`config.mk`:
```
export PLATFORM = sky130hd
export DESIGN_NAME = slc_serial_link_tx_control
export DESIGN_NICKNAME = d
export VERILOG_FILES = /design/src/shared/slc_pkg.sv /design/src/core/slc_serial_link_tx_control.sv /design/src/core/slc_sync2.sv /design/src/core/slc_mode_decode.sv
export SDC_FILE = /design/constraint.sdc
export NUM_CORES = 1
export LEC_CHECK = 0
export BUFFER_PORTS_ARGS = -buffer_cell sky130_fd_sc_hd__buf_2
export CAP_MARGIN = 25
export CORE_UTILIZATION = 47
export CTS_CLUSTER_DIAMETER = 120
export DETAILED_ROUTE_END_ITERATION = 12
export PLACE_DENSITY = 0.86
export SYNTH_ARGS = -nofsm -noshare
export SYNTH_HDL_FRONTEND = slang
export SYNTH_SLANG_ARGS = --single-unit
```
`constraint.sdc`:
```
create_clock -name i_sys_clk -period 2.4 [get_ports i_sys_clk]
set_input_delay 0.36 -clock i_sys_clk [delete_from_list [all_inputs] [get_ports i_sys_clk]]
set_output_delay 0.36 -clock i_sys_clk [all_outputs]
set_load 0.05 [all_outputs]
```
`src/shared/slc_pkg.sv`:
```
// Package with the register map, field layout and reset values of the serial link control bank.
`default_nettype none

package slc_pkg;

	// ----------------------------------------------------------------
	// Bus widths
	// ----------------------------------------------------------------
	localparam int ADDR_W = 12;
	localparam int DATA_W = 8;
	localparam int MODE_W = 6;
	localparam int MF_W = 8;
	localparam int K_W = 16;
	localparam int LANE_CNT_W = 4;

	// ----------------------------------------------------------------
	// Register offsets
	// ----------------------------------------------------------------
	localparam logic [ADDR_W-1:0] LINK_ENABLE_ADDR = 12'h200;
	localparam logic [ADDR_W-1:0] OUTPUT_MODE_ADDR = 12'h201;
	localparam logic [ADDR_W-1:0] MF_LENGTH_ADDR = 12'h202;
	localparam logic [ADDR_W-1:0] SOFT_SYNC_ADDR = 12'h203;
	localparam logic [ADDR_W-1:0] LINK_CTRL_ADDR = 12'h204;

	// ----------------------------------------------------------------
	// Field positions
	// ----------------------------------------------------------------
	localparam int LINK_EN_BIT = 0;
	localparam int SOFT_SYNC_BIT = 0;
	localparam int CTRL_UPPER_BIT = 4;
	localparam int CTRL_SEL_MSB = 3;
	localparam int CTRL_SEL_LSB = 2;
	localparam int CTRL_FMT_BIT = 1;
	localparam int CTRL_SCR_BIT = 0;

	// ----------------------------------------------------------------
	// Reset values
	// ----------------------------------------------------------------
	localparam logic LINK_EN_RST = 1'h1;
	localparam logic [MODE_W-1:0] MODE_RST = 6'h00;
	localparam logic [MF_W-1:0] MF_LENGTH_RST = 8'h1f;
	localparam logic SOFT_SYNC_RST = 1'h1;
	localparam logic UPPER_RST = 1'h0;
	localparam logic FMT_RST = 1'h1;
	localparam logic SCR_RST = 1'h1;

	// ----------------------------------------------------------------
	// Derived constants
	// ----------------------------------------------------------------
	localparam logic [K_W-1:0] MF_64B_SCALE = 16'h0100;
	localparam logic [LANE_CNT_W-1:0] UPPER_LANE_BASE = 4'h4;

	typedef enum logic [1:0] {
		SYNC_SRC_SINGLE = 2'h0,
		SYNC_SRC_TSTAMP = 2'h1,
		SYNC_SRC_NONE = 2'h2,
		SYNC_SRC_RSVD = 2'h3
	} slc_sync_src_e;

endpackage

`default_nettype wire

```
`src/core/slc_serial_link_tx_control.sv`:
```
// Control register bank of the serial link transmitter with sync source and lane logic.
//
// Notes on behaviour
// - Multiframe length is an 8-bit field holding frames per multiframe minus one.
// - The multiframe length field resets to 31, that is 32 frames.
// - In 64B/66B modes the multiframe length is 256*E/F, field ignored.
// - Soft sync bit at 0 requests resync like asserted SYNC~; resets to 1.
// - The soft sync bit acts whatever sync source is selected.
// - A stuck-low sync pin is escaped by selecting source 2 or 3, which both ignore the pins.
// - Source 0 single-ended input, 1 timestamp pair, 2 no pin.
// - Upper lane select 0 drives lanes 0..L-1, 1 drives 4..4+L-1.
// - Sample format 0 offset binary, 1 two's complement; resets to 1.
// - Scrambler enable switches the 8B/10B scrambler; resets to enabled.
// - 64B/66B modes always scramble and ignore the scrambler enable.
// - Link disabled holds link and multiframe counter in reset, serializers off.
// - A 6-bit output mode field selects lanes, encoding and framing.
//
// Local design decision: the strobed register port.
`default_nettype none

module slc_serial_link_tx_control
	import slc_pkg::*;
#(
	parameter int NUM_LANES = 8
) (
	input wire logic i_sys_clk,
	input wire logic i_rstn,
	input wire logic [slc_pkg::ADDR_W-1:0] i_addr,
	input wire logic [slc_pkg::DATA_W-1:0] i_wdata,
	input wire logic i_we,
	input wire logic i_re,
	output logic [slc_pkg::DATA_W-1:0] o_rdata,
	input wire logic i_single_ended_resync_input_n,
	input wire logic i_timestamp_input_pair_n,
	input wire logic i_timestamp_receiver_enable,
	input wire logic i_sysref,
	input wire logic i_frame_tick,
	output logic o_serial_link_enable,
	output logic o_link_reset_n,
	output logic o_serializer_power_down,
	output logic o_serializer_clock_enable,
	output logic o_sysref_align_enable,
	output logic [slc_pkg::MODE_W-1:0] o_output_mode_select,
	output logic o_is_64b66b,
	output logic [slc_pkg::LANE_CNT_W-1:0] o_lane_count,
	output logic [NUM_LANES-1:0] o_lane_enable,
	output logic o_sample_number_format,
	output logic o_scrambler_active,
	output logic [slc_pkg::K_W-1:0] o_multiframe_length_m1,
	output logic [slc_pkg::K_W-1:0] o_multiframe_count,
	output logic o_multiframe_start,
	output logic o_resync_request_n
);

	import slc_pkg::*;

	// ----------------------------------------------------------------
	// State
	// ----------------------------------------------------------------
	typedef struct packed {
		logic serial_link_enable;
		logic [MODE_W-1:0] output_mode_select;
		logic [MF_W-1:0] multiframe_length_field;
		logic soft_resync_request_n;
		logic upper_lane_select;
		slc_sync_src_e sync_source;
		logic sample_number_format;
		logic scrambler_enable;
		logic [DATA_W-1:0] rdata;
		logic link_en_q;
		logic link_rst_n_q;
		logic serdes_pd_q;
		logic serdes_clk_en_q;
		logic sysref_align_q;
		logic [MODE_W-1:0] mode_q;
		logic is_64b_q;
		logic [LANE_CNT_W-1:0] lane_cnt_q;
		logic [NUM_LANES-1:0] lane_en_q;
		logic fmt_q;
		logic scr_act_q;
		logic [K_W-1:0] mf_len_m1_q;
		logic [K_W-1:0] mf_cnt;
		logic mf_start_q;
		logic resync_n_q;
		logic sysref_prev;
	} slc_state_s;

	slc_state_s st_reg;
	slc_state_s st_next;

	// ----------------------------------------------------------------
	// Reset and pin synchronisers
	// ----------------------------------------------------------------
	logic rst_n_sync;
	logic [2:0] pins_sync;
	logic single_n_s;
	logic tstamp_n_s;
	logic sysref_s;

	slc_sync2 #(
		.W(1),
		.RST_VAL(1'b0)
	) u_rst_sync (
		.i_sys_clk(i_sys_clk),
		.i_rstn(i_rstn),
		.i_d(1'b1),
		.o_q(rst_n_sync)
	);

	// Sync inputs idle high so a fresh link does not see a false request.
	slc_sync2 #(
		.W(3),
		.RST_VAL(3'b011)
	) u_pin_sync (
		.i_sys_clk(i_sys_clk),
		.i_rstn(rst_n_sync),
		.i_d({i_sysref, i_timestamp_input_pair_n, i_single_ended_resync_input_n}),
		.o_q(pins_sync)
	);

	assign single_n_s = pins_sync[0];
	assign tstamp_n_s = pins_sync[1];
	assign sysref_s = pins_sync[2];

	// ----------------------------------------------------------------
	// Output mode lookup
	// ----------------------------------------------------------------
	logic mode_is_64b;
	logic [LANE_CNT_W-1:0] mode_lanes;
	logic [K_W-1:0] mode_mf_64b_m1;

	slc_mode_decode u_mode_decode (
		.i_mode(st_reg.output_mode_select),
		.o_is_64b(mode_is_64b),
		.o_lane_count(mode_lanes),
		.o_mf_64b_m1(mode_mf_64b_m1)
	);

	// ----------------------------------------------------------------
	// Helpers
	// ----------------------------------------------------------------
	function automatic logic addr_hit(input logic [ADDR_W-1:0] a, input logic [ADDR_W-1:0] b);
		addr_hit = (a == b);
	endfunction

	function automatic logic [NUM_LANES-1:0] lane_mask(
		input logic [LANE_CNT_W-1:0] count,
		input logic upper
	);
		logic [LANE_CNT_W:0] base;
		lane_mask = '0;
		base = upper ? {1'b0, UPPER_LANE_BASE} : '0;
		for (int i = 0; i < NUM_LANES; i++) begin
			if ((LANE_CNT_W + 1)'(i) >= base && (LANE_CNT_W + 1)'(i) < base + {1'b0, count}) begin
				lane_mask[i] = 1'b1;
			end
		end
	endfunction

	// ----------------------------------------------------------------
	// Next state
	// ----------------------------------------------------------------
	logic pin_level_n;
	logic [K_W-1:0] mf_m1_eff;
	logic sysref_rise;

	always_comb begin
		st_next = st_reg;
		pin_level_n = 1'b1;
		mf_m1_eff = '0;
		sysref_rise = 1'b0;

		// Register writes; reserved bits are not stored and read back as zero.
		if (i_we) begin
			if (addr_hit(i_addr, LINK_ENABLE_ADDR)) begin
				st_next.serial_link_enable = i_wdata[LINK_EN_BIT];
			end
			if (addr_hit(i_addr, OUTPUT_MODE_ADDR)) begin
				st_next.output_mode_select = i_wdata[MODE_W-1:0];
			end
			if (addr_hit(i_addr, MF_LENGTH_ADDR)) begin
				st_next.multiframe_length_field = i_wdata[MF_W-1:0];
			end
			if (addr_hit(i_addr, SOFT_SYNC_ADDR)) begin
				st_next.soft_resync_request_n = i_wdata[SOFT_SYNC_BIT];
			end
			if (addr_hit(i_addr, LINK_CTRL_ADDR)) begin
				st_next.upper_lane_select = i_wdata[CTRL_UPPER_BIT];
				st_next.sync_source = slc_sync_src_e'(i_wdata[CTRL_SEL_MSB:CTRL_SEL_LSB]);
				st_next.sample_number_format = i_wdata[CTRL_FMT_BIT];
				st_next.scrambler_enable = i_wdata[CTRL_SCR_BIT];
			end
		end

		// Read data stands for the one cycle after the strobe only.
		st_next.rdata = '0;
		if (i_re) begin
			if (addr_hit(i_addr, LINK_ENABLE_ADDR)) begin
				st_next.rdata[LINK_EN_BIT] = st_reg.serial_link_enable;
			end
			if (addr_hit(i_addr, OUTPUT_MODE_ADDR)) begin
				st_next.rdata[MODE_W-1:0] = st_reg.output_mode_select;
			end
			if (addr_hit(i_addr, MF_LENGTH_ADDR)) begin
				st_next.rdata[MF_W-1:0] = st_reg.multiframe_length_field;
			end
			if (addr_hit(i_addr, SOFT_SYNC_ADDR)) begin
				st_next.rdata[SOFT_SYNC_BIT] = st_reg.soft_resync_request_n;
			end
			if (addr_hit(i_addr, LINK_CTRL_ADDR)) begin
				st_next.rdata[CTRL_UPPER_BIT] = st_reg.upper_lane_select;
				st_next.rdata[CTRL_SEL_MSB:CTRL_SEL_LSB] = st_reg.sync_source;
				st_next.rdata[CTRL_FMT_BIT] = st_reg.sample_number_format;
				st_next.rdata[CTRL_SCR_BIT] = st_reg.scrambler_enable;
			end
		end

		// Sync source; a receiver that is switched off cannot request, so it reads idle.
		unique case (st_reg.sync_source)
			SYNC_SRC_SINGLE: pin_level_n = single_n_s;
			SYNC_SRC_TSTAMP: pin_level_n = tstamp_n_s | ~i_timestamp_receiver_enable;
			SYNC_SRC_NONE: pin_level_n = 1'b1;
			SYNC_SRC_RSVD: pin_level_n = 1'b1;
		endcase
		st_next.resync_n_q = st_reg.soft_resync_request_n & pin_level_n;

		// Multiframe length in effect for the selected encoding.
		if (mode_is_64b) begin
			mf_m1_eff = mode_mf_64b_m1;
		end else begin
			mf_m1_eff = K_W'(st_reg.multiframe_length_field);
		end
		st_next.mf_len_m1_q = mf_m1_eff;

		// Derived link controls.
		st_next.link_en_q = st_reg.serial_link_enable;
		st_next.link_rst_n_q = st_reg.serial_link_enable;
		st_next.serdes_pd_q = ~st_reg.serial_link_enable;
		st_next.serdes_clk_en_q = st_reg.serial_link_enable;
		st_next.sysref_align_q = st_reg.serial_link_enable;
		st_next.mode_q = st_reg.output_mode_select;
		st_next.is_64b_q = mode_is_64b;
		st_next.lane_cnt_q = mode_lanes;
		st_next.fmt_q = st_reg.sample_number_format;
		st_next.scr_act_q = mode_is_64b | st_reg.scrambler_enable;
		if (st_reg.serial_link_enable) begin
			st_next.lane_en_q = lane_mask(mode_lanes, st_reg.upper_lane_select);
		end else begin
			st_next.lane_en_q = '0;
		end

		// Multiframe counter; SYSREF realigns it only while the link runs.
		st_next.sysref_prev = sysref_s;
		sysref_rise = sysref_s & ~st_reg.sysref_prev;
		st_next.mf_start_q = 1'b0;
		if (!st_reg.serial_link_enable) begin
			st_next.mf_cnt = '0;
		end else if (sysref_rise) begin
			st_next.mf_cnt = '0;
			st_next.mf_start_q = 1'b1;
		end else if (i_frame_tick) begin
			if (st_reg.mf_cnt >= mf_m1_eff) begin
				st_next.mf_cnt = '0;
				st_next.mf_start_q = 1'b1;
			end else begin
				st_next.mf_cnt = st_reg.mf_cnt + K_W'(1);
			end
		end
	end

	// ----------------------------------------------------------------
	// State register
	// ----------------------------------------------------------------
	always_ff @(posedge i_sys_clk or negedge rst_n_sync) begin
		if (!rst_n_sync) begin
			st_reg.serial_link_enable <= LINK_EN_RST;
			st_reg.output_mode_select <= MODE_RST;
			st_reg.multiframe_length_field <= MF_LENGTH_RST;
			st_reg.soft_resync_request_n <= SOFT_SYNC_RST;
			st_reg.upper_lane_select <= UPPER_RST;
			st_reg.sync_source <= SYNC_SRC_SINGLE;
			st_reg.sample_number_format <= FMT_RST;
			st_reg.scrambler_enable <= SCR_RST;
			st_reg.rdata <= '0;
			st_reg.link_en_q <= 1'b0;
			st_reg.link_rst_n_q <= 1'b0;
			st_reg.serdes_pd_q <= 1'b1;
			st_reg.serdes_clk_en_q <= 1'b0;
			st_reg.sysref_align_q <= 1'b0;
			st_reg.mode_q <= MODE_RST;
			st_reg.is_64b_q <= 1'b0;
			st_reg.lane_cnt_q <= '0;
			st_reg.lane_en_q <= '0;
			st_reg.fmt_q <= FMT_RST;
			st_reg.scr_act_q <= SCR_RST;
			st_reg.mf_len_m1_q <= K_W'(MF_LENGTH_RST);
			st_reg.mf_cnt <= '0;
			st_reg.mf_start_q <= 1'b0;
			st_reg.resync_n_q <= 1'b1;
			st_reg.sysref_prev <= 1'b0;
		end else begin
			st_reg <= st_next;
		end
	end

	// ----------------------------------------------------------------
	// Outputs
	// ----------------------------------------------------------------
	// Every output is a flop; derived controls lag a register write by one extra cycle.
	assign o_rdata = st_reg.rdata;
	assign o_serial_link_enable = st_reg.link_en_q;
	assign o_link_reset_n = st_reg.link_rst_n_q;
	assign o_serializer_power_down = st_reg.serdes_pd_q;
	assign o_serializer_clock_enable = st_reg.serdes_clk_en_q;
	assign o_sysref_align_enable = st_reg.sysref_align_q;
	assign o_output_mode_select = st_reg.mode_q;
	assign o_is_64b66b = st_reg.is_64b_q;
	assign o_lane_count = st_reg.lane_cnt_q;
	assign o_lane_enable = st_reg.lane_en_q;
	assign o_sample_number_format = st_reg.fmt_q;
	assign o_scrambler_active = st_reg.scr_act_q;
	assign o_multiframe_length_m1 = st_reg.mf_len_m1_q;
	assign o_multiframe_count = st_reg.mf_cnt;
	assign o_multiframe_start = st_reg.mf_start_q;
	assign o_resync_request_n = st_reg.resync_n_q;

endmodule

`default_nettype wire

```
`src/core/slc_sync2.sv`:
```
// Two-flop synchroniser with a constant reset value.
`default_nettype none

module slc_sync2 #(
	parameter int W = 1,
	parameter logic [W-1:0] RST_VAL = '0
) (
	input wire logic i_sys_clk,
	input wire logic i_rstn,
	input wire logic [W-1:0] i_d,
	output logic [W-1:0] o_q
);

	typedef struct packed {
		logic [W-1:0] s1;
		logic [W-1:0] s2;
	} slc_sync_s;

	slc_sync_s st_reg;
	slc_sync_s st_next;

	// The first stage feeds the second stage only, so metastability never reaches logic.
	always_comb begin
		st_next.s1 = i_d;
		st_next.s2 = st_reg.s1;
	end

	always_ff @(posedge i_sys_clk or negedge i_rstn) begin
		if (!i_rstn) begin
			st_reg <= '{s1: RST_VAL, s2: RST_VAL};
		end else begin
			st_reg <= st_next;
		end
	end

	assign o_q = st_reg.s2;

endmodule

`default_nettype wire

```
`src/core/slc_mode_decode.sv`:
```
// Lookup of lane count, encoding and 64B/66B multiframe length from the output mode.
`default_nettype none

module slc_mode_decode
	import slc_pkg::*;
#(
	parameter int NUM_MODES = 64,
	parameter logic [NUM_MODES-1:0] IS_64B_TBL = '0,
	parameter logic [NUM_MODES*LANE_CNT_W-1:0] LANES_TBL = {NUM_MODES{4'h4}},
	parameter logic [NUM_MODES*8-1:0] E_TBL = {NUM_MODES{8'h01}},
	parameter logic [NUM_MODES*8-1:0] F_TBL = {NUM_MODES{8'h08}}
) (
	input wire logic [slc_pkg::MODE_W-1:0] i_mode,
	output logic o_is_64b,
	output logic [slc_pkg::LANE_CNT_W-1:0] o_lane_count,
	output logic [slc_pkg::K_W-1:0] o_mf_64b_m1
);

	import slc_pkg::*;

	logic [7:0] e_val;
	logic [7:0] f_val;
	logic [K_W-1:0] k_val;

	// The divider is shared by all modes; in 64B/66B modes its result sets the multiframe counter wrap.
	always_comb begin
		o_is_64b = IS_64B_TBL[i_mode];
		o_lane_count = LANES_TBL[i_mode*LANE_CNT_W +: LANE_CNT_W];
		e_val = E_TBL[i_mode*8 +: 8];
		f_val = F_TBL[i_mode*8 +: 8];
		k_val = K_W'(e_val) * MF_64B_SCALE;
		if (f_val != 8'h00) begin
			k_val = k_val / K_W'(f_val);
		end
		if (k_val == '0) begin
			o_mf_64b_m1 = '0;
		end else begin
			o_mf_64b_m1 = k_val - K_W'(1);
		end
	end

endmodule

`default_nettype wire

```
* Word level (Yosys, flattened, before mapping) *
Memories as Yosys holds them, arrays and structs flattened.
Index checks and enable logic that the tools add are counted.

word-level totals
  memories kept = 1
  output and inout bits = 68
  register bits = 95
  bits of input ports = 29
  memory bits (read-only) = 64

operators by class
  mux-type cells = 27
  bitwise gates (word level) = 7
  $lt $le $gt $ge = 18
  reduce and logical (&&, ||, !) cells = 17
  div/mod/pow operators = 1
  equality and inequality tests = 9
  shift operators = 3
  add/sub/neg operators = 3

memory list
  name             words  bits a word  rd ports  clocked after memory_dff  wr ports  line                   RTL
  (no name shown)  64     1            1         0                         0         slc_mode_decode.sv:27  o_is_64b = IS_64B_TBL[i_mode];

operators by type and width
  kind                                                          number
  indexed part select 512 x 10 -> 8 bit (first input constant)  2
  indexed part select 256 x 9 -> 4 bit (first input constant)   1
  2-to-1 mux 16 bit                                             5
  equality test 12 x 10 -> 1 bit (second input constant)        5
  2-to-1 mux 17 bit                                             2
  2-to-1 mux 8 bit                                              3
  < comparator 3 x 5 -> 1 bit (first input constant)            4
  adder 16 x 1 -> 16 bit (second input constant)                1
  divider 16 x 8 -> 16 bit                                      1
  >= comparator 16 bit                                          1
  zero test 16 bit                                              1
  subtractor 16 x 1 -> 16 bit (second input constant)           1
  2-to-1 mux 1 bit                                              13
  >= comparator 3 bit (first input constant)                    4
  < comparator 1 x 5 -> 1 bit (first input constant)            2
  < comparator 2 x 5 -> 1 bit (first input constant)            2
  AND reduction 2 bit                                           5
  logical AND 1 bit                                             8
  nonzero test 8 bit                                            1
  < comparator 6 x 7 -> 1 bit (second input constant)           1
  >= comparator 1 x 3 -> 1 bit (first input constant)           2
  >= comparator 2 x 3 -> 1 bit (first input constant)           2
  2-to-1 mux 6 bit                                              1
  adder 3 x 4 -> 5 bit                                          1
  other kinds (11)                                              16

* Longest topological paths before layout *
Gate-level depths: netlist of the first run.

  word-level depth = 11
  depth in mapped cells = 8
  gate-level depth less buffers = 7

* By module *
From an unflattened synthesis of the first run, not the netlist that was laid out.

unflattened totals
  cell total of the unflattened synthesis = 430
  area total of the unflattened synthesis = 4697.0 um2

by module, submodules not included
  module                      instances  cells an instance  area an instance (um2)
  slc_serial_link_tx_control  1          399                4326.6
  slc_mode_decode             1          23                 165.2
  slc_sync2 at u_pin_sync     1          6                  155.1
  slc_sync2 at u_rst_sync     1          2                  50.0

* Worst setup path before layout of the first run *
OpenSTA, ideal clock, no wires.

  kind = input to register
  start point = input i_addr[10] (netlist bit)
  end point = register st_reg[71] (netlist bit)
  arrival = 2.001 ns
  setup time = 0.125 ns
  stages on the path = 5
  buffers on the path = 0
  setup slack = 0.274 ns
  path through = or4_1 > nor4_2 > nand2_2 > nor3b_4 > mux2_2

on the way
  longest elaborated chain between the ends = 2

RTL lines
  what                            line                               RTL
  start, declared                 slc_serial_link_tx_control.sv:28   input wire logic [slc_pkg::ADDR_W-1:0] i_addr,
  equality test 12 x 10 -> 1 bit  slc_serial_link_tx_control.sv:143  addr_hit = (a == b);
  AND reduction 2 bit (no line)   -
  end, declared                   slc_serial_link_tx_control.sv:88   slc_state_s st_reg;

No other way between the ends.
A chain may end at the register's enable or synchronous reset.

* Worst setup path after layout of the first run *
  start point = input i_addr[10] (netlist bit)
  end point = register st_reg[73] (netlist bit)

The elaborated chain is that of the path after synthesis.

==> key figures, run 1 <==
GRT
  – Largest net degree at the start of global routing: between 50 and 60
  – Vias in the first global route: 2105
  – Total GRT Usage: 17.1%
  – Initial antenna violation count: 0
  – First-pass GRT wire length: 9890 µm
  – Gr ovfl total: 0

Synth
  – Top-count cell post-synth: buf_4
  – Synth Flop Type: dfrtp_1
  – Yosys top cell by area: dfrtp_1
  – Post-Syn Area: 0.00351 mm²
  – Sequential fraction of the synthesis area: about 56%
  – Synth Warn #: 0
  – Share of the synthesized area in the top cell type: between 30 and 40%
  – Number of enable flip-flop cells after synthesis: 0
  – List of most frequent post-synthesis cells: 62 x buf_4, 55 x dfrtp_1, 22 x dfstp_2
  – Yosys cell types: 40
  – Yosys reg bits: 77
  – FFs w/ async S/R, synth: 100%
  – Syn avg cell area: approximately 12 µm²
  – Top cells by area, synth: dfrtp_1 39%, dfstp_2 16%, buf_4 13%, mux2_2 6.7%, ha_1 3.2%
  – Gate Count Post-Synth: 304

Route
  – Initial DRC count: 118
  – DRC: 0
  – Via density: 4.89
  – DRT Wirelength: ~6400 µm
  – Final ANT Viol Nets: 0
  – Drt pass-1 iters: 6
  – Avg WL per Cell: around 14 µm
  – Via count: 2222

Timing
  – Setup Viol. Count Final: 0
  – Rel. slew slack: between 50% and 60%
  – RSZ-0062 raised after global routing: no
  – Slew @ Worst Pin: 0.617 ns
  – Total Neg Setup Slack: 0 ns
  – Tcrit/Tclk final: 82.7%
  – Fmax: 504 MHz
  – Tmin final: ~2 ns
  – Final hold slack: between 0.1 and 0.15 ns
  – Final Hold Vio Count: 0
  – Max-slew violation count: 0
  – Clock Skews: 0.00519 ns
  – Final worst slack: 0.414 ns

Cells and area
  – Fraction of layout cells with a size suffix above 1: 44.2%
  – Area growth from synthesis to layout: 12.4%
  – Fill count: 626
  – Multi-input logic area: 0.00107 mm²
  – # nets final: about 390
  – Antenna cells: 0
  – Max reg flops: 16
  – Post-layout util: between 50% and 60%
  – Sequential Area: roughly 0.0020 mm²

CTS
  – CTS tree: built
  – Clk sinks: 77
  – Htree depth: 3
  – Post-CTS Setup Inserts: 0
  – Clk slew on worst S/H paths: roughly 0.080 ns
  – Clk_lat worst skew: between 0.3 and 0.4 ns
  – Clock root buffer: clkbuf_8
  – Clock Tree Buf Depth: 2
  – Post-CTS Resized: 0
  – CTS Buf Count: 9

Floorplanning
  – Die H: a little under 90 µm
  – Full die area: 0.00781 mm²
  – Die W: 88.4 µm
  – Top-level I/O count: 97
  – Core Footprint: 0.00721 mm²
  – Starting Density: 48.6%
  – Row count: 31

Placed design
  – Final HPWL DP: 4630 µm
  – Number of port buffers: 84
  – Dpl ws: 0.0413 ns
  – Placer Congestion: 0.855

Setup path
  – Crit path kind: input port to flip-flop
  – Crit-path max FO: 5
  – Largest stage delay on the critical path: between 0.5 and 0.6 ns
  – Critical Path RT: ~2.6 ns
  – CP Capture Type: flip-flop
  – Slowest CP cell: or4_1
  – Crit path arrival time: 2.22 ns
  – CP Cell Sequence: buf_2 -> or4_1 -> nor4_2 -> nand2_2 -> nor3b_4 -> mux2_2
  – CP Launch Type: input port

Pwr
  – LEAKAGE: approximately 2 nW
  – VDD IR-drop max: 0.326 mV
  – PwrDens: 698 mW/mm²

Outcome
  – Status: finished clean

Worst hold path
  – HP Class: input port to flip-flop

Job
  – Max cap viols: 0
## metal layers
metal	wire length, µm	up-vias	GRT usage, %
li1	-	1036	-
met5	0	-	0
met4	100	0	6.89
met3	494	12	7.37
met2	3000	94	26.1
met1	2790	1080	21.6
## metrics by stage
stage	power, mW	std cells	cell area (µm²)
5_1_grt	2.85	454	3940
2_1_floorplan	1.45	316	3550
6_report	2.75	454	3940
3_5_place_dp	1.48	437	3660
4_1_cts	2.77	454	3940
3_3_place_gp	1.48	437	3660
## worst paths after layout
path | cells past startpoint | startpoint | to | slack, ns
worst max-delay path | 6 | i_addr[10] | st_reg[73] | 0.41
worst min-delay path | 1 | i_single_ended_resync_input_n | u_pin_sync.st_next[0] | 0.10
worst max register to register | 7 | o_multiframe_count[7] | o_multiframe_count[2] | 0.42
worst min register to register | 0 | u_rst_sync.o_q | u_pin_sync.st_next[2] | 0.26
max in group asynchronous | 1 | u_rst_sync.o_q | o_serializer_power_down | 1.43
min in group asynchronous | 0 | u_rst_sync.o_q | u_pin_sync.st_next[2] | 0.26
## layout make-up
cell class                      count  share of cell area, %
Tap cell                           99                   3.14
Multi-Input combinational cell    161                   27.2
Sequential cell                    77                   49.6
Clock buffer                        9                   3.14
Clock inverter                      7                   3.68
Timing Repair Buffer               90                   12.2
Inverter                           11                   1.05
## cells by family after synthesis
| kind of cell | Yosys count | share of synthesized area, % |
|---|---|---|
| compound gates | 23 | 4.21 |
| xor+xnor | 1 | 0.250 |
| fa+ha+maj | 9 | 3.21 |
| buf+inv | 78 | 15.0 |
| flops | 77 | 55.7 |
| mux | 22 | 7.38 |
| other cells | 2 | 0.214 |
| simple gates | 92 | 14.0 |
## power by group
part | leakage [nW] | internal [mW] | switching, mW | total (mW)
Combinational | 0.895 | 0.0326 | 0.0977 | 0.130
Clock | 0.130 | 0.803 | 0.493 | 1.30
Sequential | 0.981 | 1.31 | 0.0124 | 1.33
## worst max-delay path, delay by kind of cell
family / cells / cell delay, ns
and+or+nand+nor: 4 / 1.38
muxes: 1 / 0.38
buffers and inverters: 1 / 0.09
## cell usage in the layout, fill, tap and decap left out, types with 2 or more instances in the layout
cell type and count:
nand3_1 15, a21oi_1 6, nor4_1 2, mux2_2 21, o21ai_0 4, ha_1 9
a22oi_1 4, inv_6 2, nand4_1 4, nor3_1 7, nor2_1 17, and2_1 8
clkbuf_8 9, dfstp_2 22, bufinv_16 4, buf_4 4, dfrtp_1 54, nor2b_1 2
buf_2 84, inv_1 11, a211oi_1 2, nand4b_1 2, or3_1 2, nand2_1 21
nor2_4 2, a31oi_1 2, conb_1 14, nand2b_1 3
## timing repair
action	in CTS	in global routing
setup endpoints to repair	0	0
endpoints found under the hold margin	2	0
hold buffers	1	0
(Power assumes the default switching activity.)
==> run 2, diff against run 1 <==
==> constraint.sdc (replaced) <==
create_clock -name i_sys_clk -period 1.7 [get_ports i_sys_clk]
set_input_delay 0.255 -clock i_sys_clk [delete_from_list [all_inputs] [get_ports i_sys_clk]]
set_output_delay 0.255 -clock i_sys_clk [all_outputs]
set_load 0.05 [all_outputs]
==> run 2 against run 1 <==
  * The flow now finishes with violations (negative setup slack)
  * Wire length increased by 15%
  * Utilization increased by 6.3 points
  * Register-to-register slack got worse by 0.48 ns
  * Setup slack worse by 0.48 ns
  * Combinational power increased by 68%
  * Total power rose by 26%
  * Via count is 11% higher
  * Hold slack worse by 0.091 ns
  * Largest cell class unchanged
  * Largest power group unchanged
==> key figures, run 2 (synthesis results as in run 1) <==
Placed design
  – Number of port buffers: 84
  – Placer Congestion: 0.847
  – Final HPWL DP: 4980 µm
  – DP Area: just under 0.004 mm²
  – DP Cell Count: about 460

Floorplanning
  – Die H: just under 90 µm
  – Full die area: 0.00781 mm²
  – Top-level I/O count: 97
  – Starting Density: 48.6%
  – Row count: 31
  – Die W: 88.4 µm
  – Core Footprint: 0.00721 mm²

Pwr
  – Psw: 0.820 mW
  – Internal: roughly 2.6 mW
  – Sw Ratio: about a quarter
  – Flop pwr share: around 54%
  – Logic pwr share: 6.3%
  – Clock share of power: 39.6%
  – LEAKAGE: 2.22 nW
  – PwrDens: 786 mW/mm²
  – VDD IR-drop max: roughly 0.31 mV

Setup path
  – CP Cell Sequence: inv_2 -> ha_2 -> a211oi_2 -> nand2_1 -> o2111ai_2 -> buf_12 -> nand4b_1 -> nand3_1
  – Critical Path RT: roughly 2.0 ns
  – Crit path kind: flip-flop to flip-flop
  – Crit-path max FO: 12
  – Crit path arrival time: 2.05 ns
  – Largest stage delay on the critical path: 0.55 ns
  – CP Capture Type: flip-flop
  – CP Launch Type: flip-flop
  – Slowest CP cell: dfstp_2

GRT
  – Total GRT Usage: ~19%
  – Vias in the first global route: 2277
  – Largest net degree at the start of global routing: 30
  – Gr ovfl total: 0
  – First-pass GRT wire length: between 10000 and 15000 µm
  – Initial antenna violation count: 0

Cells and area
  – Commonest non-fill, non-tap cells in the layout: 83 x buf_2, 54 x dfrtp_1, 29 x buf_4
  – Design area: 0.00440 mm²
  – Final Non-Filler Cells: ~500
  – Area growth from synthesis to layout: 25.4%
  – Most common cell after layout, fill and taps aside: buf_2
  – Max reg flops: 16
  – Fill count: 572
  – Antenna cells: 0
  – Fraction of layout cells with a size suffix above 1: a little over half
  – Multi-input logic area: around 0.0013 mm²
  – Sequential Area: 0.00196 mm²
  – # nets final: around 420

CTS
  – Clock root buffer: clkbuf_8
  – CTS tree: built
  – CTS Buf Count: 9
  – Clk_lat worst skew: 0.35 ns
  – Clk slew on worst S/H paths: 0.08 ns
  – Clk sinks: 77
  – Htree depth: 3
  – Clock Tree Buf Depth: 2

Timing
  – Setup Viol. Count Final: 11
  – Clock Skews: about 0.0058 ns
  – Fmax: 567 MHz
  – Final Hold Vio Count: 0
  – Max-slew violation count: 0
  – Tmin final: between 1.5 and 2 ns
  – Tcrit/Tclk final: 104%
  – Final worst slack: -0.0648 ns
  – RSZ-0062 raised after global routing: yes

Route
  – Avg WL per Cell: 15.0 µm
  – DRT Wirelength: roughly 7400 µm
  – Initial DRC count: 206
  – Via count: 2461
  – Final ANT Viol Nets: 0
  – Via density: 5.02
  – DRC: 0
  – Drt pass-1 iters: 6

Outcome
  – Status: finished with violations
  – Failing checks: negative setup slack

Job
  – Max cap viols: 0

Worst hold path
  – HP Class: input port to flip-flop
==> run 2: routing by layer <==
metal | vias up | global-route usage [%] | wire length [µm] | part of all wire [%]
li1 | 1113 | - | - | -
met1 | 1222 | 24.8 | 3170 | 43
met2 | 110 | 30.7 | 3580 | 49
met3 | 16 | 5.50 | 443 | 6.0
met4 | 0 | 8.80 | 161 | 2.2
met5 | - | 0 | 0 | 0
==> run 2: path summary, 6_finish.rpt <==
path / from / end / slack [ns] / cells after the start
min in group asynchronous: i_rstn / u_rst_sync.st_next[0] / 0.21 / 2
worst max register to register: st_reg[79] / o_multiframe_count[2] / -0.06 / 8
worst min-delay path: i_sysref / u_pin_sync.st_next[2] / 0.01 / 1
max in group asynchronous: u_rst_sync.o_q / st_reg[75] / 0.88 / 1
worst min register to register: u_rst_sync.o_q / st_next[55] / 0.24 / 0
worst max-delay path: st_reg[79] / o_multiframe_count[2] / -0.06 / 8
==> run 2: final cells by class <==
class,instances,area share [%]
clock buffer,12,3.30
clock inverter,4,1.08
inverter,11,0.939
multi-input combinational,161,28.5
sequential,77,44.5
tap,99,2.82
timing repair buffer,126,18.9
==> run 2: timing repair <==
| item | CTS | global route |
|---|---|---|
| setup buffers | 6 | 1 |
| hold buffers | 3 | 0 |
| resized for setup | 17 | 14 |
| cloned | 0 | 1 |
| hold endpoints to repair | 4 | 0 |
| pin swaps | 10 | 9 |
| endpoints found under the setup margin | 23 | 27 |
==> run 2: worst max-delay path: cells and delay by family (launching register included) <==
family	cells	cell delay (ns)
compound gates	2	0.48
fa+ha+maj	1	0.17
buf+inv	2	0.21
flops	1	0.55
simple gates	3	0.29
==> run 2: power groups by stage <==
stage,clock network [mW],registers (mW),logic [mW]
2_1_floorplan,0,1.92,0.132
3_3_place_gp,0,1.90,0.203
3_5_place_dp,0,1.90,0.207
4_1_cts,1.38,1.87,0.215
5_1_grt,1.46,1.87,0.237
6_report,1.37,1.87,0.219
==> run 2: through the flow <==
step / TNS [ns] / setup WS (ns) / total power [mW] / utilization [%] / hold WS, ns
after floorplan: -3.62 / -0.269 / 2.05 / - / -0.0406
after global placement: -6.98 / -0.429 / 2.11 / 55.1 / 0.0405
after detailed placement: -8.62 / -0.502 / 2.11 / 55.1 / 0.0421
after CTS: -0.354 / -0.0742 / 3.47 / 59.9 / 0.00520
after global routing: -1.38 / -0.154 / 3.57 / 60.9 / 0.00312
final: -0.325 / -0.0648 / 3.46 / 60.9 / 0.0113
==> run 3, diff against run 2 <==
==> constraint.sdc (replaced) <==
create_clock -name i_sys_clk -period 1.7 [get_ports i_sys_clk]
set_input_delay 0.34 -clock i_sys_clk [delete_from_list [all_inputs] [get_ports i_sys_clk]]
set_output_delay 0.34 -clock i_sys_clk [all_outputs]
set_load 0.05 [all_outputs]
==> run 3 against run 2 <==
  * The flow still finishes with violations (negative setup slack)
  * Wire length decreased by 1.4%
  * Global-route usage down 0.16 points
  * Total power is 3.4% lower
  * Critical path type unchanged
==> key figures, run 3 (synthesis results as in run 1) <==
Outcome
  – Status: finished with violations
  – Failing checks: negative setup slack

Setup path
  – Reg-to-Reg Start: st_reg[76]
  – CP Launch Type: flip-flop
  – Crit path depth: 7
  – Crit path arrival time: 2.09 ns
  – Crit path kind: flip-flop to flip-flop
  – Slowest CP cell: dfstp_2
  – CP Capture Type: flip-flop
  – Crit-path max FO: 5
  – Critical Path RT: around 2 ns
  – Worst setup endpoint: o_multiframe_count[8]
  – Worst reg2reg path depth: 7
  – Top delay family on crit path: compound AO/OA/AOI/OAI gates
  – Crit path buf inv count: 1
  – Internal reg-to-reg setup slack: -0.13 ns
  – CP Cell Sequence: inv_2 -> ha_4 -> o211ai_1 -> a21oi_2 -> o2111ai_4 -> nand2_2 -> o31ai_1
  – Beginning of the critical path: st_reg[76]
  – Largest stage delay on the critical path: about 0.55 ns
  – Reg-to-Reg End: o_multiframe_count[8]

GRT
  – Total GRT Usage: roughly 19%
  – Gr ovfl total: 0
  – Vias in the first global route: 2318
  – Initial antenna violation count: 0
  – Largest net degree at the start of global routing: 76
  – First-pass GRT wire length: about 11000 µm

Job
  – Max cap viols: 0

Route
  – Initial DRC count: between 150 and 200
  – Drt pass-1 iters: 4
  – DRT Wirelength: 7260 µm
  – Via density: approximately 5
  – Avg WL per Cell: 14.8 µm
  – DRC: 0
  – Via count: about 2.4k
  – Final ANT Viol Nets: 0

Cells and area
  – Sequential Area: 0.00196 mm²
  – # nets final: 425
  – Area growth from synthesis to layout: 25.4%
  – Post-layout util: 61.0%
  – Most common cell after layout, fill and taps aside: buf_2
  – Fraction of layout cells with a size suffix above 1: 53.8%
  – Max reg flops: 16
  – Fill count: 577
  – Multi-input logic area: 0.00128 mm²
  – Commonest non-fill, non-tap cells in the layout: 83 x buf_2, 54 x dfrtp_1, 31 x buf_4
  – Antenna cells: 0

Floorplanning
  – Starting Density: 48.6%
  – Core Footprint: 0.00721 mm²
  – Full die area: 0.00781 mm²
  – Die W: a little under 90 µm
  – Top-level I/O count: 97
  – Die H: 88.4 µm
  – Row count: 31

Worst hold path
  – HP Class: input port to flip-flop
  – Hold Crit Start: i_timestamp_input_pair_n
  – Worst hold stages: 1

CTS
  – Clock Tree Buf Depth: 2
  – CTS tree: built
  – Htree depth: 3
  – Clk slew on worst S/H paths: 0.08 ns
  – Clk_lat worst skew: 0.34 ns
  – Clock root buffer: clkbuf_8
  – CTS Buf Count: 9
  – Clk sinks: 77

Timing
  – Final hold slack: 0.0886 ns
  – Setup Viol. Count Final: 30
  – Fmax: 545 MHz
  – Clock Skews: 0.00943 ns
  – Final Hold Vio Count: 0
  – Tcrit/Tclk final: 108%
  – Tmin final: 1.83 ns
  – RSZ-0062 raised after global routing: yes
  – Final worst slack: -0.133 ns
  – Max-slew violation count: 0

Placed design
  – Final HPWL DP: between 4000 and 5000 µm
  – Number of port buffers: 84
  – Placer Congestion: about 0.86

Pwr
  – LEAKAGE: 2.22 nW
  – PwrDens: 759 mW/mm²
  – VDD IR-drop max: 0.337 mV
==> run 3: final cells by class <==
cell class,count,area share [%]
flip-flops and latches,77,44.5
clock buffers,13,3.61
inverters,11,0.939
clock inverters,3,0.455
multi-input cells,161,29.1
repair buffers,127,18.6
well taps,99,2.82
==> run 3: report_power, final <==
| part | total (mW) | switching, mW | internal, mW |
|---|---|---|---|
| sequential | 1.86 | 0.00711 | 1.85 |
| combinational | 0.226 | 0.161 | 0.0651 |
| clock | 1.25 | 0.643 | 0.609 |
==> run 3: worst min path at each step <==
stage / slack [ns] / end
final: 0.09 / u_pin_sync.st_next[1]
after global routing: 0.07 / u_pin_sync.st_next[1]
after floorplan: 0.04 / u_rst_sync.o_q
after global placement: 0.12 / u_rst_sync.st_next[0]
after CTS: 0.08 / u_pin_sync.st_next[1]
after detailed placement: 0.13 / u_rst_sync.st_next[0]
==> run 3: layer usage <==
layer  vias up  share of wire (%)  track usage [%]
li1       1113                  -                -
met1      1163                 42             24.4
met2       105                 48             29.9
met3        21                6.7             5.22
met4         0                2.9             10.9
met5         -                  0                0
==> run 3: timing repair <==
| action | 4_1_cts | 5_1_grt |
|---|---|---|
| hold buffers | 1 | 0 |
| hold endpoints to repair | 2 | 0 |
| buffers inserted | 6 | 3 |
| setup endpoints to repair | 30 | 30 |
| gates cloned | 1 | 0 |
| pin swaps | 18 | 10 |
| gates resized for setup | 24 | 15 |
==> run 3: per-stage QoR <==
stage               cells  setup TNS [ns]  cell area (µm²)  worst slack, ns  total power, mW
floorplan             316           -5.40             3650           -0.354             2.05
global placement      464           -9.53             3960           -0.520             2.10
detailed placement    464          -11.29             3960           -0.590             2.11
CTS                   488           -2.16             4310           -0.133             3.36
global route          491           -3.97             4400           -0.196             3.47
finish                491           -2.29             4400           -0.133             3.34
